<file path="src/rtl/can_init_pkg.sv">
// Shared constants for the CAN init-hold and error-level control block
package can_init_pkg;
  // Register port: addr[8]=0 is control space, addr[8]=1 is CAN memory
  localparam int ADDR_W = 9;
  localparam logic [8:0] ADDR_CTRL = 9'h000;
  localparam logic [8:0] ADDR_STATUS = 9'h001;
  localparam logic [8:0] ADDR_TX_ERR = 9'h002;
  localparam logic [8:0] ADDR_RX_ERR = 9'h003;
  localparam logic [8:0] ADDR_IRQ_STATUS = 9'h004;
  localparam logic [8:0] ADDR_IRQ_ENABLE = 9'h005;
  localparam logic [8:0] ADDR_IRQ_CLEAR = 9'h006;
  localparam int MEM_SPACE_BIT = 8;
  // CAN memory layout
  localparam int CAN_MEM_BYTES = 32;
  localparam logic [7:0] PROTECTED_BYTES = 8'h10;
  localparam int TIMING0_IDX = 4;
  localparam int TIMING1_IDX = 5;
  localparam logic [7:0] TIMING_INVALID = 8'h00;
  // Control register fields
  localparam int CTRL_INIT_HOLD = 0;
  localparam int CTRL_LEVEL_SEL = 1;
  localparam int CTRL_LOW_POWER = 2;
  // Status register fields
  localparam int STAT_BUS_OFF = 7;
  localparam int STAT_LEVEL = 6;
  localparam int STAT_SYNCED = 0;
  // Interrupt status fields
  localparam int IRQ_W = 3;
  localparam int IRQ_BUS_OFF = 0;
  localparam int IRQ_LEVEL = 1;
  localparam int IRQ_RECOVERED = 2;
  // Error counter figures
  localparam logic [8:0] LEVEL_LOW = 9'h060;
  localparam logic [8:0] LEVEL_HIGH = 9'h080;
  localparam logic [8:0] BUS_OFF_COUNT = 9'h100;
  localparam logic [8:0] TX_ERR_STEP = 9'h008;
  localparam logic [7:0] RX_ERR_STEP = 8'h01;
  localparam logic [7:0] RX_ERR_MAX = 8'hFF;
  // Bus sequencing counts: run length in bit times, recovery in runs
  localparam int RECESSIVE_RUN = 11;
  localparam int RECOVERY_RUNS = 128;
  // Reset values
  localparam logic RESET_INIT_HOLD = 1'b1;
  localparam logic [7:0] RESET_BYTE = 8'h00;

  typedef enum logic [2:0] {
    ST_HOLD = 3'b000,
    ST_POWER_UP = 3'b001,
    ST_ACTIVE = 3'b010,
    ST_RECOVERY = 3'b011,
    ST_RECOVERY_POWER_UP = 3'b100
  } bus_state_e;
endpackage

</file>
<file path="src/rtl/can_init_control.sv">
// Init-hold, bus-off recovery and error-level flag control for a CAN node
`timescale 1ns/1ps
`default_nettype none
// How it works
// - Select 0: level flag set when either error counter exceeds 96.
// - Select 1: level flag set when either error counter is 128 or more.
// - Init-hold is writable while not bus-off; writes ignored during bus-off.
// - Init-hold stops bus activity once the current frame ends, or at once on an error.
// - Init-hold keeps counters; counter writes only accepted under init-hold.
// - Writing init-hold to 1 always clears the low-power request.
// - With init-hold clear, writes to the first 16 memory bytes are dropped.
// - Bus-off forces init-hold to 0 and starts recovery immediately.
// - Clearing init-hold waits for 11 recessive bits before joining the bus.
// - Recovery: 128 runs of 11, power-up run, idle, init-hold set.
// - A write cannot clear init-hold while a timing byte is 00.
// - Transmit error counter reaching 256 enters bus-off.
// - Select 1: level flag clears when both counters are below 128.
module can_init_control #(
  parameter int MEM_BYTES = can_init_pkg::CAN_MEM_BYTES,
  parameter int RUN_LEN = can_init_pkg::RECESSIVE_RUN,
  parameter int RECOVERY_RUNS = can_init_pkg::RECOVERY_RUNS
) (
  input wire logic ref_clk,
  input wire logic reset_n,
  input wire logic [can_init_pkg::ADDR_W-1:0] addr,
  input wire logic [7:0] wdata,
  input wire logic wr_stb,
  input wire logic rd_stb,
  output logic [7:0] rdata,
  input wire logic can_rx,
  input wire logic bit_tick,
  input wire logic frame_busy,
  input wire logic error_cond,
  input wire logic tx_err_inc,
  input wire logic tx_err_dec,
  input wire logic rx_err_inc,
  input wire logic rx_err_dec,
  output logic bus_enable,
  output logic init_hold,
  output logic bus_off_flag,
  output logic error_level_flag,
  output logic low_power_request,
  output logic irq
);
  import can_init_pkg::*;

  localparam logic [6:0] RECOVERY_LAST = 7'(RECOVERY_RUNS - 1);
  localparam logic [7:0] MEM_LIMIT = 8'(MEM_BYTES);

  bus_state_e state_r;
  bus_state_e state_nxt;
  logic [6:0] recovery_cnt_r;
  logic [6:0] recovery_cnt_nxt;
  logic init_hold_r;
  logic init_hold_nxt;
  logic level_sel_r;
  logic level_sel_nxt;
  logic low_power_r;
  logic low_power_nxt;
  logic bus_off_r;
  logic bus_off_nxt;
  logic level_flag_r;
  logic level_flag_nxt;
  logic bus_enable_r;
  logic bus_enable_nxt;
  logic [8:0] tx_err_r;
  logic [8:0] tx_err_nxt;
  logic [7:0] rx_err_r;
  logic [7:0] rx_err_nxt;
  logic [IRQ_W-1:0] irq_status_r;
  logic [IRQ_W-1:0] irq_status_nxt;
  logic [IRQ_W-1:0] irq_enable_r;
  logic [IRQ_W-1:0] irq_enable_nxt;
  logic [IRQ_W-1:0] irq_events;
  logic irq_r;
  logic irq_nxt;
  logic [7:0] rdata_r;
  logic [7:0] rdata_nxt;
  logic [7:0] mem_r [MEM_BYTES];
  logic [7:0] mem_nxt [MEM_BYTES];
  logic rx_meta_r;
  logic rx_sync_r;
  logic run_enable;
  logic run_done;
  logic timing_valid;
  logic mem_hit;
  logic [7:0] mem_idx;
  logic level_cond;

  // Bus pin crosses into the clock domain through two flops
  always_ff @(posedge ref_clk)
  begin
    if (!reset_n)
    begin
      rx_meta_r <= 1'b1;
      rx_sync_r <= 1'b1;
    end
    else
    begin
      rx_meta_r <= can_rx;
      rx_sync_r <= rx_meta_r;
    end
  end

  assign run_enable = (state_r == ST_POWER_UP) ||
    (state_r == ST_RECOVERY) || (state_r == ST_RECOVERY_POWER_UP);

  recessive_run_counter #(
    .RUN_LEN(RUN_LEN)
  ) u_run (
    .ref_clk(ref_clk),
    .reset_n(reset_n),
    .enable(run_enable),
    .bit_tick(bit_tick),
    .rx_recessive(rx_sync_r),
    .run_done(run_done)
  );

  assign mem_idx = addr[7:0];
  assign mem_hit = addr[MEM_SPACE_BIT] && (mem_idx < MEM_LIMIT);
  assign timing_valid = (mem_r[TIMING0_IDX] != TIMING_INVALID) &&
    (mem_r[TIMING1_IDX] != TIMING_INVALID);

  // Level flag follows the live counters in either mode
  always_comb
  begin
    if (level_sel_r)
    begin
      level_cond = (tx_err_r >= LEVEL_HIGH) ||
        ({1'b0, rx_err_r} >= LEVEL_HIGH);
    end
    else
    begin
      level_cond = (tx_err_r > LEVEL_LOW) ||
        ({1'b0, rx_err_r} > LEVEL_LOW);
    end
  end

  always_comb
  begin
    state_nxt = state_r;
    recovery_cnt_nxt = recovery_cnt_r;
    init_hold_nxt = init_hold_r;
    level_sel_nxt = level_sel_r;
    low_power_nxt = low_power_r;
    bus_off_nxt = bus_off_r;
    bus_enable_nxt = bus_enable_r;
    tx_err_nxt = tx_err_r;
    rx_err_nxt = rx_err_r;
    irq_enable_nxt = irq_enable_r;
    irq_status_nxt = irq_status_r;
    irq_events = '0;
    mem_nxt = mem_r;
    rdata_nxt = 8'h00;
    level_flag_nxt = level_cond;
    if (level_cond && !level_flag_r)
    begin
      irq_events[IRQ_LEVEL] = 1'b1;
    end

    // Counters are frozen while the node is off the bus
    if (!bus_off_r)
    begin
      if (tx_err_inc)
      begin
        tx_err_nxt = (tx_err_r >= BUS_OFF_COUNT - TX_ERR_STEP) ?
          BUS_OFF_COUNT : tx_err_r + TX_ERR_STEP;
      end
      else if (tx_err_dec && tx_err_r != 9'h000)
      begin
        tx_err_nxt = tx_err_r - 9'h001;
      end
      if (rx_err_inc && rx_err_r != RX_ERR_MAX)
      begin
        rx_err_nxt = rx_err_r + RX_ERR_STEP;
      end
      else if (rx_err_dec && rx_err_r != 8'h00)
      begin
        rx_err_nxt = rx_err_r - RX_ERR_STEP;
      end
    end

    if (wr_stb)
    begin
      if (addr == ADDR_CTRL)
      begin
        level_sel_nxt = wdata[CTRL_LEVEL_SEL];
        if (wdata[CTRL_INIT_HOLD])
        begin
          low_power_nxt = 1'b0;
        end
        else
        begin
          low_power_nxt = wdata[CTRL_LOW_POWER];
        end
        if (!bus_off_r)
        begin
          init_hold_nxt = wdata[CTRL_INIT_HOLD] || !timing_valid;
        end
      end
      else if (addr == ADDR_TX_ERR && init_hold_r)
      begin
        tx_err_nxt = {1'b0, wdata};
      end
      else if (addr == ADDR_RX_ERR && init_hold_r)
      begin
        rx_err_nxt = wdata;
      end
      else if (addr == ADDR_IRQ_ENABLE)
      begin
        irq_enable_nxt = wdata[IRQ_W-1:0];
      end
      else if (addr == ADDR_IRQ_CLEAR)
      begin
        irq_status_nxt = irq_status_r & ~wdata[IRQ_W-1:0];
      end
      else if (mem_hit)
      begin
        // Message area stays writable while the node runs
        if (init_hold_r || mem_idx >= PROTECTED_BYTES)
        begin
          mem_nxt[mem_idx[4:0]] = wdata;
        end
      end
    end

    if (rd_stb)
    begin
      if (addr == ADDR_CTRL)
      begin
        rdata_nxt[CTRL_INIT_HOLD] = init_hold_r;
        rdata_nxt[CTRL_LEVEL_SEL] = level_sel_r;
        rdata_nxt[CTRL_LOW_POWER] = low_power_r;
      end
      else if (addr == ADDR_STATUS)
      begin
        rdata_nxt[STAT_BUS_OFF] = bus_off_r;
        rdata_nxt[STAT_LEVEL] = level_flag_r;
        rdata_nxt[STAT_SYNCED] = bus_enable_r;
      end
      else if (addr == ADDR_TX_ERR)
      begin
        // Full count of 256 only exists during bus-off
        rdata_nxt = tx_err_r[8] ? 8'hFF : tx_err_r[7:0];
      end
      else if (addr == ADDR_RX_ERR)
      begin
        rdata_nxt = rx_err_r;
      end
      else if (addr == ADDR_IRQ_STATUS)
      begin
        rdata_nxt[IRQ_W-1:0] = irq_status_r;
      end
      else if (addr == ADDR_IRQ_ENABLE)
      begin
        rdata_nxt[IRQ_W-1:0] = irq_enable_r;
      end
      else if (mem_hit)
      begin
        rdata_nxt = mem_r[mem_idx[4:0]];
      end
    end

    case (state_r)
      ST_HOLD:
      begin
        bus_enable_nxt = 1'b0;
        if (!init_hold_nxt)
        begin
          state_nxt = ST_POWER_UP;
        end
      end
      ST_POWER_UP:
      begin
        if (init_hold_nxt)
        begin
          state_nxt = ST_HOLD;
        end
        else if (run_done)
        begin
          state_nxt = ST_ACTIVE;
          bus_enable_nxt = 1'b1;
        end
      end
      ST_ACTIVE:
      begin
        // Cutting a frame short would corrupt the bus for others
        if (init_hold_r && (!frame_busy || error_cond))
        begin
          state_nxt = ST_HOLD;
          bus_enable_nxt = 1'b0;
        end
      end
      ST_RECOVERY:
      begin
        if (run_done)
        begin
          if (recovery_cnt_r == RECOVERY_LAST)
          begin
            state_nxt = ST_RECOVERY_POWER_UP;
            recovery_cnt_nxt = 7'h00;
          end
          else
          begin
            recovery_cnt_nxt = recovery_cnt_r + 7'h01;
          end
        end
      end
      ST_RECOVERY_POWER_UP:
      begin
        if (run_done)
        begin
          state_nxt = ST_HOLD;
          bus_off_nxt = 1'b0;
          init_hold_nxt = 1'b1;
          tx_err_nxt = 9'h000;
          rx_err_nxt = 8'h00;
          irq_events[IRQ_RECOVERED] = 1'b1;
        end
      end
      default:
      begin
        state_nxt = ST_HOLD;
      end
    endcase

    // Bus-off overrides a software init-hold write in the same cycle
    if (!bus_off_r && tx_err_nxt >= BUS_OFF_COUNT)
    begin
      bus_off_nxt = 1'b1;
      init_hold_nxt = 1'b0;
      state_nxt = ST_RECOVERY;
      recovery_cnt_nxt = 7'h00;
      bus_enable_nxt = 1'b0;
      irq_events[IRQ_BUS_OFF] = 1'b1;
    end

    // Set wins over a clear in the same cycle
    irq_status_nxt = irq_status_nxt | irq_events;
    irq_nxt = |(irq_status_nxt & irq_enable_nxt);
  end

  always_ff @(posedge ref_clk)
  begin
    if (!reset_n)
    begin
      state_r <= ST_HOLD;
      recovery_cnt_r <= 7'h00;
      init_hold_r <= RESET_INIT_HOLD;
      level_sel_r <= 1'b0;
      low_power_r <= 1'b0;
      bus_off_r <= 1'b0;
      level_flag_r <= 1'b0;
      bus_enable_r <= 1'b0;
      tx_err_r <= 9'h000;
      rx_err_r <= 8'h00;
      irq_status_r <= '0;
      irq_enable_r <= '0;
      irq_r <= 1'b0;
      rdata_r <= 8'h00;
      for (int i = 0; i < MEM_BYTES; i++)
      begin
        mem_r[i] <= RESET_BYTE;
      end
    end
    else
    begin
      state_r <= state_nxt;
      recovery_cnt_r <= recovery_cnt_nxt;
      init_hold_r <= init_hold_nxt;
      level_sel_r <= level_sel_nxt;
      low_power_r <= low_power_nxt;
      bus_off_r <= bus_off_nxt;
      level_flag_r <= level_flag_nxt;
      bus_enable_r <= bus_enable_nxt;
      tx_err_r <= tx_err_nxt;
      rx_err_r <= rx_err_nxt;
      irq_status_r <= irq_status_nxt;
      irq_enable_r <= irq_enable_nxt;
      irq_r <= irq_nxt;
      rdata_r <= rdata_nxt;
      mem_r <= mem_nxt;
    end
  end

  assign rdata = rdata_r;
  assign bus_enable = bus_enable_r;
  assign init_hold = init_hold_r;
  assign bus_off_flag = bus_off_r;
  assign error_level_flag = level_flag_r;
  assign low_power_request = low_power_r;
  assign irq = irq_r;
endmodule
`default_nettype wire

</file>
<file path="src/rtl/recessive_run_counter.sv">
// Counts consecutive recessive bit times and pulses at each full run
`timescale 1ns/1ps
`default_nettype none
module recessive_run_counter #(
  parameter int RUN_LEN = can_init_pkg::RECESSIVE_RUN
) (
  input wire logic ref_clk,
  input wire logic reset_n,
  input wire logic enable,
  input wire logic bit_tick,
  input wire logic rx_recessive,
  output logic run_done
);
  import can_init_pkg::*;

  localparam logic [4:0] LAST = 5'(RUN_LEN - 1);

  logic [4:0] count_r;
  logic [4:0] count_nxt;
  logic run_done_r;
  logic run_done_nxt;

  always_comb
  begin
    count_nxt = count_r;
    run_done_nxt = 1'b0;
    if (!enable)
    begin
      count_nxt = 5'h00;
    end
    else if (bit_tick)
    begin
      if (!rx_recessive)
      begin
        // A dominant bit breaks the run
        count_nxt = 5'h00;
      end
      else if (count_r == LAST)
      begin
        count_nxt = 5'h00;
        run_done_nxt = 1'b1;
      end
      else
      begin
        count_nxt = count_r + 5'h01;
      end
    end
  end

  always_ff @(posedge ref_clk)
  begin
    if (!reset_n)
    begin
      count_r <= 5'h00;
      run_done_r <= 1'b0;
    end
    else
    begin
      count_r <= count_nxt;
      run_done_r <= run_done_nxt;
    end
  end

  assign run_done = run_done_r;
endmodule
`default_nettype wire

</file>
<file path="config.mk">
export PLATFORM = sky130hd
export DESIGN_NAME = can_init_control
export DESIGN_NICKNAME = d
export VERILOG_FILES = /design/src/rtl/can_init_pkg.sv /design/src/rtl/can_init_control.sv /design/src/rtl/recessive_run_counter.sv
export SDC_FILE = /design/constraint.sdc
export NUM_CORES = 1
export LEC_CHECK = 0
export BUFFER_PORTS_ARGS = -buffer_cell sky130_fd_sc_hd__buf_2
export CORE_UTILIZATION = 63
export DETAILED_ROUTE_END_ITERATION = 8
export PLACE_DENSITY = 0.8
export SYNTH_ARGS = -nofsm -noshare
export SYNTH_HDL_FRONTEND = slang
export SYNTH_SLANG_ARGS = --single-unit
</file>
<file path="constraint.sdc">
create_clock -name ref_clk -period 2.47 [get_ports ref_clk]
set_input_delay 0.1235 -clock ref_clk [delete_from_list [all_inputs] [get_ports ref_clk]]
set_output_delay 0.1235 -clock ref_clk [all_outputs]
set_load 0.1 [all_outputs]
</file>
==> metrics.txt, run 1 <==
Yosys top cell by area=dfxtp_1; commonest non-fill, non-tap cell in the layout=dfxtp_1; Hold Startpoint=error_cond; syn_nets=around 1700; Final Skew=between 0.01 and 0.015 ns; CTS tree=built; TNS Setup=0 ns; Critical Path AT=about 2.7 ns; post-route ant nets=0; critical-path cell list=inv_1 > ha_1 > or4b_2 > a41o_1 > o21bai_1 > a211o_1 > o311ai_0; max-capacitance violation count=0; DP HPWL=roughly 27000 um; status=completed; initial antenna violation count=0; Area contributors post-synth=dfxtp_1 41%, mux2i_1 11%, mux4_2 8.4%; first-pass GRT wire length=67220 um; Peak VDD IR=around 0.6 mV; chip width=about 160 um; Cell Pwr Density=706.2 nW/um2; Max Clk Rate=roughly 430 MHz; share of cells above drive strength 1=between 10% and 20%; Placer Congestion=~1; CP endpoint kind=flop; P_leak=~5.8 nW; Worst R2R Start=tx_err_r[0]; diode count=0; post-CTS setup buffer count=0; Sink Count=between 300 and 400; via count=13135; critical path class=reg -> reg; core area=approximately 23000 um2; H-Tree Depth=2; Finished Layout Cells=2024; final worst-path cycle share=approximately 95%; unrepaired setup endpoints after global routing=no; WP data required=2.84 ns; nets@finish=between 1500 and 2000; synth warn=0; Synth-to-Final Area Change=12.11%; Slowest-stage cell, CP=or4b_2; Max Slew Vio Count=0; Vias per Instance=about 6.5; count of unique library cells instantiated by Yosys=76; Setup-failing EPs final=0; grt ovf=0; M1 wire length=roughly 18000 um; Avg Synthesized Cell Area=between 8 and 9 um2; most frequent cells in the layout=311 x dfxtp_1, 184 x nor2_1, 179 x nand2_1, 169 x mux2i_1, 168 x o21ai_0; DRT Pass-1 Iters=6; Rows=56; drt drc=0; PortBufs=42; DRT Wirelength=approximately 43000 um; wire per inst=21.08 um; die area=24530 um2; post-synth top area share=between 40% and 50%; number of synthesized flops with an enable pin=0; largest net degree at the start of global routing=around 120; vias in the first global route=around 12000; Primary FF master, synth=dfxtp_1; CTS Buf Count=34; sequential share of the synthesized area=a little over 40%; Top Metal Used=met4; Post-Route Utilization=a little under three quarters; metal3 WL=approximately 3700 um; I/O pins=43; clk buf depth=3; Die Span Y=approximately 160 um; Worst Path Max Fanout=4; ys async rst share=0%; Hold Vio Cnt, Final=0; Post-Syn Area=between 15000 and 20000 um2; GRT Util Overall=between 30% and 40%; DR WL met2=19440 um; Worst Tran Pin Value=between 0.9 and 1 ns; Min Clock Period, post-route=roughly 2.4 ns; Worst-path clk slew=~0.06 ns; Overall Power=0.01192 W; number of DRC markers in iteration 0=between 1000 and 1500; Slew HR=roughly 36%; clock root buffer=clkbuf_16; hold slack=0.02531 ns; Synth Instances=1677; Synth Register Bits=~310; worst min path class=in -> reg; Skew-Pair Late Insertion Delay=between 0.5 and 0.6 ns; Inst Count DP=about 2000; slowest stage delay, CP=approximately 0.67 ns; starting density of the core=64.16%; CP startpoint kind=flop; Critical path origin=tx_err_r[0]
final cells by class:
class / instances / area [um2]
inverter: 23 / 93.84
tap: 319 / 399.1
fill: 1778 / 6590
clock inverter: 6 / 86.33
multi-input combinational: 1198 / 8130
clock buffer: 50 / 1032
timing repair buffer: 116 / 893.4
sequential: 312 / 6247
per-layer routing:
layer / up-vias / GRT usage, %
met5: - / 0
met4: 0 / 16.20
met3: 119 / 5.705
met2: 651 / 55.12
met1: 6355 / 47.22
li1: 6010 / -
worst paths after layout:
kind / slack (ns) / cells past startpoint / endpoint
min: 0.03 / 4 / bus_enable
max reg2reg: 0.12 / 7 / irq
min reg2reg: 0.47 / 1 / rx_sync_r
max: 0.12 / 7 / irq
cell usage after synthesis (all sizes together), types with 9 or more instances:
library cell and instances:
nor3 12, nand3 30, mux2i 169, inv 23
ha 10, nand4 11, mux4 56, buf 46
o21ai 171, a22oi 21, dfxtp 312, nand2 179
nor2 204, a21oi 163, a31oi 9, clkbuf 98
nor2b 9
state kept, by name (all words and copies together), names as in the netlist, 3 cells and up:
name / count
rdata: 8
state_r: 3
tx_err_r: 9
rx_err_r: 8
u_run.count_r: 5
recovery_cnt_r: 7
mem_r: 256
irq_enable_r: 3
irq_status_r: 3
worst max-delay path, delay by kind of cell, from the launching register on:
kind	cells	cell delay, ns
buffers and inverters	1	0.12
flip-flops	1	0.35
adder cells (fa/ha/maj)	1	0.20
AND/OR/NAND/NOR	1	0.67
AO/OA/AOI/OAI	4	0.87
stage by stage:
| step | instance area [um2] | setup WS (ns) |
|---|---|---|
| floorplan | 15060 | 0.3000 |
| global placement | 15720 | 0.08440 |
| detailed placement | 15720 | 0.07100 |
| CTS | 16880 | 0.1347 |
| global route | 16880 | 0.02612 |
| finish | 16880 | 0.1190 |
where the power goes:
| part | total [W] | internal, W | switching (W) |
|---|---|---|---|
| Combinational | 0.00149 | 0.000545 | 0.000950 |
| Clock | 0.00510 | 0.00309 | 0.00201 |
| Sequential | 0.00533 | 0.00515 | 0.000184 |
| Total | 0.0119 | 0.00878 | 0.00314 |
kinds of logic (layout without fill, tap and decap cells):
family / count (synthesis) / in the layout / synth area share [%]
simple gates: 528 / 528 / 16.98
flops: 312 / 312 / 41.48
compound gates: 425 / 425 / 15.94
buf+inv: 167 / 195 / 4.578
xor+xnor: 10 / 10 / 0.5816
mux: 225 / 225 / 19.61
fa+ha+maj: 10 / 10 / 0.8308
timing repair:
item / in CTS / in global routing
resized for setup: 0 / 2
hold buffers: 4 / 0
hold endpoints to repair: 4 / 0
setup endpoints to repair: 0 / 1
Note: power is estimated with default switching activity, not from simulation.
==> run 2, diff against run 1 <==
- ABC_AREA: unset -> 1
- CORE_UTILIZATION: 63 -> 62
- PLACE_DENSITY: 0.8 -> 0.87
- SLEW_MARGIN: unset -> 20
==> metrics.txt, run 2 <==
CP startpoint kind=flop; status=completed; synth warn=0 (unchanged); Avg Synthesized Cell Area=6.955 um2 (-23%); Primary FF master, synth=dfxtp_1; TNS Setup=0 ns (unchanged); CTS tree=built; diode count=0 (unchanged); via count=14915 (+14%); top flop regs=mem_r x256, tx_err_r x9; Worst Tran Pin Value=1.034 ns (+0.07211 ns); Worst-path clk slew=0.07 ns (about the same); clock root buffer=clkbuf_16; Critical path origin=init_hold; final worst-path cycle share=91.04% (-4.1 points); DRT Wirelength=45390 um (+6.3%); Synth Register Bits=312 (unchanged); number of flip-flops in the largest register=256 (unchanged); largest reg by FF count=mem_r; share of cells above drive strength 1=10.24% (-4.9 points); Cell Pwr Density=676.7 nW/um2 (-4.2%); core area=22920 um2 (-2.4%); hold path endpoint=level_sel_r; Yosys top cell by area=dfxtp_1; reg2reg path depth=8 (+1); Critical Path AT=2.74 ns (+0.02 ns); Sw Share=27.71% (+1.4 points); most frequent cells in the layout=328 x nand2_1, 312 x dfxtp_1, 289 x nor2_1, 270 x o21ai_0, 241 x a21oi_1; worst min path class=in -> reg; Min Clock Period, post-route=2.249 ns (-0.1024 ns); Combinational Power Share=12.0% (-0.5 points); Finished Layout Cells=2471 (+22%); chip width=155.9 um (-0.44%); initial antenna violation count=1 (+1); post-route ant nets=0 (unchanged); drt drc=0 (unchanged); H-Tree Depth=1 (-1); Sw Pwr=0.003050 W (-2.8%); clk buf depth=3 (unchanged); wire per inst=18.37 um (-13%); starting density of the core=64.10% (about the same); Filler Cells Inserted=1852 (+4.2%); ys async rst share=0% (unchanged); reg-to-reg setup timing slack=0.22 ns (+0.10 ns); most common cell in the netlist=nand2_1; number of DRC markers in iteration 0=1789 (+29%); nets@finish=2173 (+26%); P_leak=6.487 nW (+11%); Die Span Y=155.9 um (-0.44%); Peak VDD IR=0.5523 mV (-9.6%); number of synthesized flops with an enable pin=0 (unchanged); critical path class=reg -> reg; DP HPWL=29440 um (+7.2%); grt peak-use layer=met2; Final Skew=0.02201 ns (+0.007857 ns); Post-Syn Area=14690 um2 (-2.5%); Synth Instances=2112 (+26%); Area contributors post-synth=dfxtp_1 43%, o21ai_0 9.2%, nand2_1 8.4%; CTS Buf Count=31 (-8.8%); Sink Count=312 (unchanged); Hold Vio Cnt, Final=0 (unchanged); Int Power=0.007957 W (-9.4%); post-synth top area share=42.52% (+1.0 points); unrepaired setup endpoints after global routing=no; syn_nets=2151 (+25%); Max Slew Vio Count=0 (unchanged); M2 GR Usage=59.99% (+4.9 points); die area=24310 um2 (-0.88%); post-CTS setup buffer count=0 (unchanged); sequential share of the synthesized area=42.52% (+1.0 points); count of unique library cells instantiated by Yosys=51 (-33%); clock group share of total power=40.8% (-1.9 points); Inst Count DP=2406 (+23%); I/O pins=43 (unchanged); Setup-failing EPs final=0 (unchanged); RR Endpoint=mem_r[250]; vias in the first global route=14127 (+13%); PortBufs=42 (unchanged); Vias per Instance=6.036 (-7.0%); largest net degree at the start of global routing=235 (+99%); Synth-to-Final Area Change=10.74%; Slew HR=31.04% (-4.8 points); GRT Util Overall=37.18% (+2.2 points); Placer Congestion=0.9736 (-2.8%); Max Clk Rate=444.7 MHz (+4.6%); Hold Crit Depth=4 (unchanged); grt ovf=0 (unchanged); share of power burned in registers=47.2% (+2.5 points); M1 GR Usage=47.15% (-0.064 points); DRT Pass-1 Iters=6 (unchanged); Worst R2R Start=init_hold; Synth top cells by count=328 x nand2_1, 312 x dfxtp_1, 291 x nor2_1; commonest non-fill, non-tap cell in the layout=nand2_1; first-pass GRT wire length=71620 um (+6.5%); Skew-Pair Late Insertion Delay=0.59 ns (+0.07 ns); max-capacitance violation count=0 (unchanged); Rows=55 (-1.8%); Worst Path Max Fanout=14 (+10); Hold Startpoint=addr[4]; met3 usage=7.750% (+2.0 points); WP data required=2.97 ns (+0.13 ns); CP endpoint kind=flop
run 2: cell count changes after synthesis, sizes merged, moves of 25 or more:
cell and change:
inv +192, nand2 +172, mux2i -169, o21ai +139
nor2 +98, a21oi +79, mux4 -56, nand3 +56
o22ai +25
run 2: final cells by class:
| type | instances | area [um2] | share of cell area (%) |
|---|---|---|---|
| clock buffers | 46 | 882.1 | 5.423 |
| clock inverters | 11 | 72.57 | 0.4461 |
| inverters | 217 | 818.3 | 5.030 |
| multi-input cells | 1457 | 7038 | 43.27 |
| flip-flops and latches | 312 | 6246 | 38.40 |
| well taps | 313 | 391.6 | 2.408 |
| repair buffers | 115 | 818.3 | 5.030 |
run 2: power groups by stage:
stage                     registers [W]  clock network [W]  logic [W]
after floorplan                 0.00533                  0   0.000810
after global placement          0.00530                  0    0.00122
after detailed placement        0.00530                  0    0.00125
after CTS                       0.00519            0.00447    0.00127
after global routing            0.00520            0.00471    0.00143
final                           0.00520            0.00449    0.00132
run 2: what timing repair did:
item,in CTS,in global routing
endpoints found under the setup margin,0,1
endpoints found under the hold margin,16,0
hold buffers,8,0
gates resized for setup,0,2
run 2: kinds of logic after synthesis:
| kind of cell | count (synthesis) | synth area share (%) |
|---|---|---|
| xor gates and xnor gates | 7 | 0.4174 |
| adders and majority gates | 10 | 0.8518 |
| and+or+nand+nor | 798 | 23.24 |
| AOI/OAI and AO/OA | 642 | 23.32 |
| DFF | 312 | 42.52 |
| buffers and inverters | 343 | 9.651 |
run 2: through the flow:
step	utilization (%)	hold slack, ns	worst slack [ns]	instance area (um2)	power (W)
final	70.99	0.02805	0.2214	16270	0.01101
after global routing	70.99	0.08870	0.05537	16270	0.01135
after CTS	70.95	0.02796	0.2179	16260	0.01094
after detailed placement	66.44	0.3236	0.2214	15220	0.006553
after global placement	66.44	0.3119	0.2311	15220	0.006524
after floorplan	-	0.2301	0.004655	14690	0.006144
run 2: metal layers:
layer / wire length (um) / vias to the layer above / share of wire [%]
met5: 0 / - / 0
met3: 5158 / 190 / 11
met1: 17580 / 6819 / 39
met2: 20290 / 869 / 45
met4: 2359 / 0 / 5.2
li1: - / 7037 / -
run 2: worst max-delay path, stage by stage, from the launching register on:
cell and delay, ns:
dfxtp_1 0.36, inv_1 0.10, nand2_1 0.13, nand4_4 0.22
nor2_4 0.52, nand2_1 0.23, inv_1 0.30, o21ai_0 0.13
a21oi_1 0.18
run 2: worst max-delay path by stage:
| stage | end | slack [ns] |
|---|---|---|
| floorplan | mem_r[18] | 0.005 |
| global placement | rdata[5] | 0.23 |
| detailed placement | mem_r[216] | 0.22 |
| CTS | rx_err_r[2] | 0.22 |
| global route | rx_err_r[2] | 0.06 |
| finish | mem_r[250] | 0.22 |
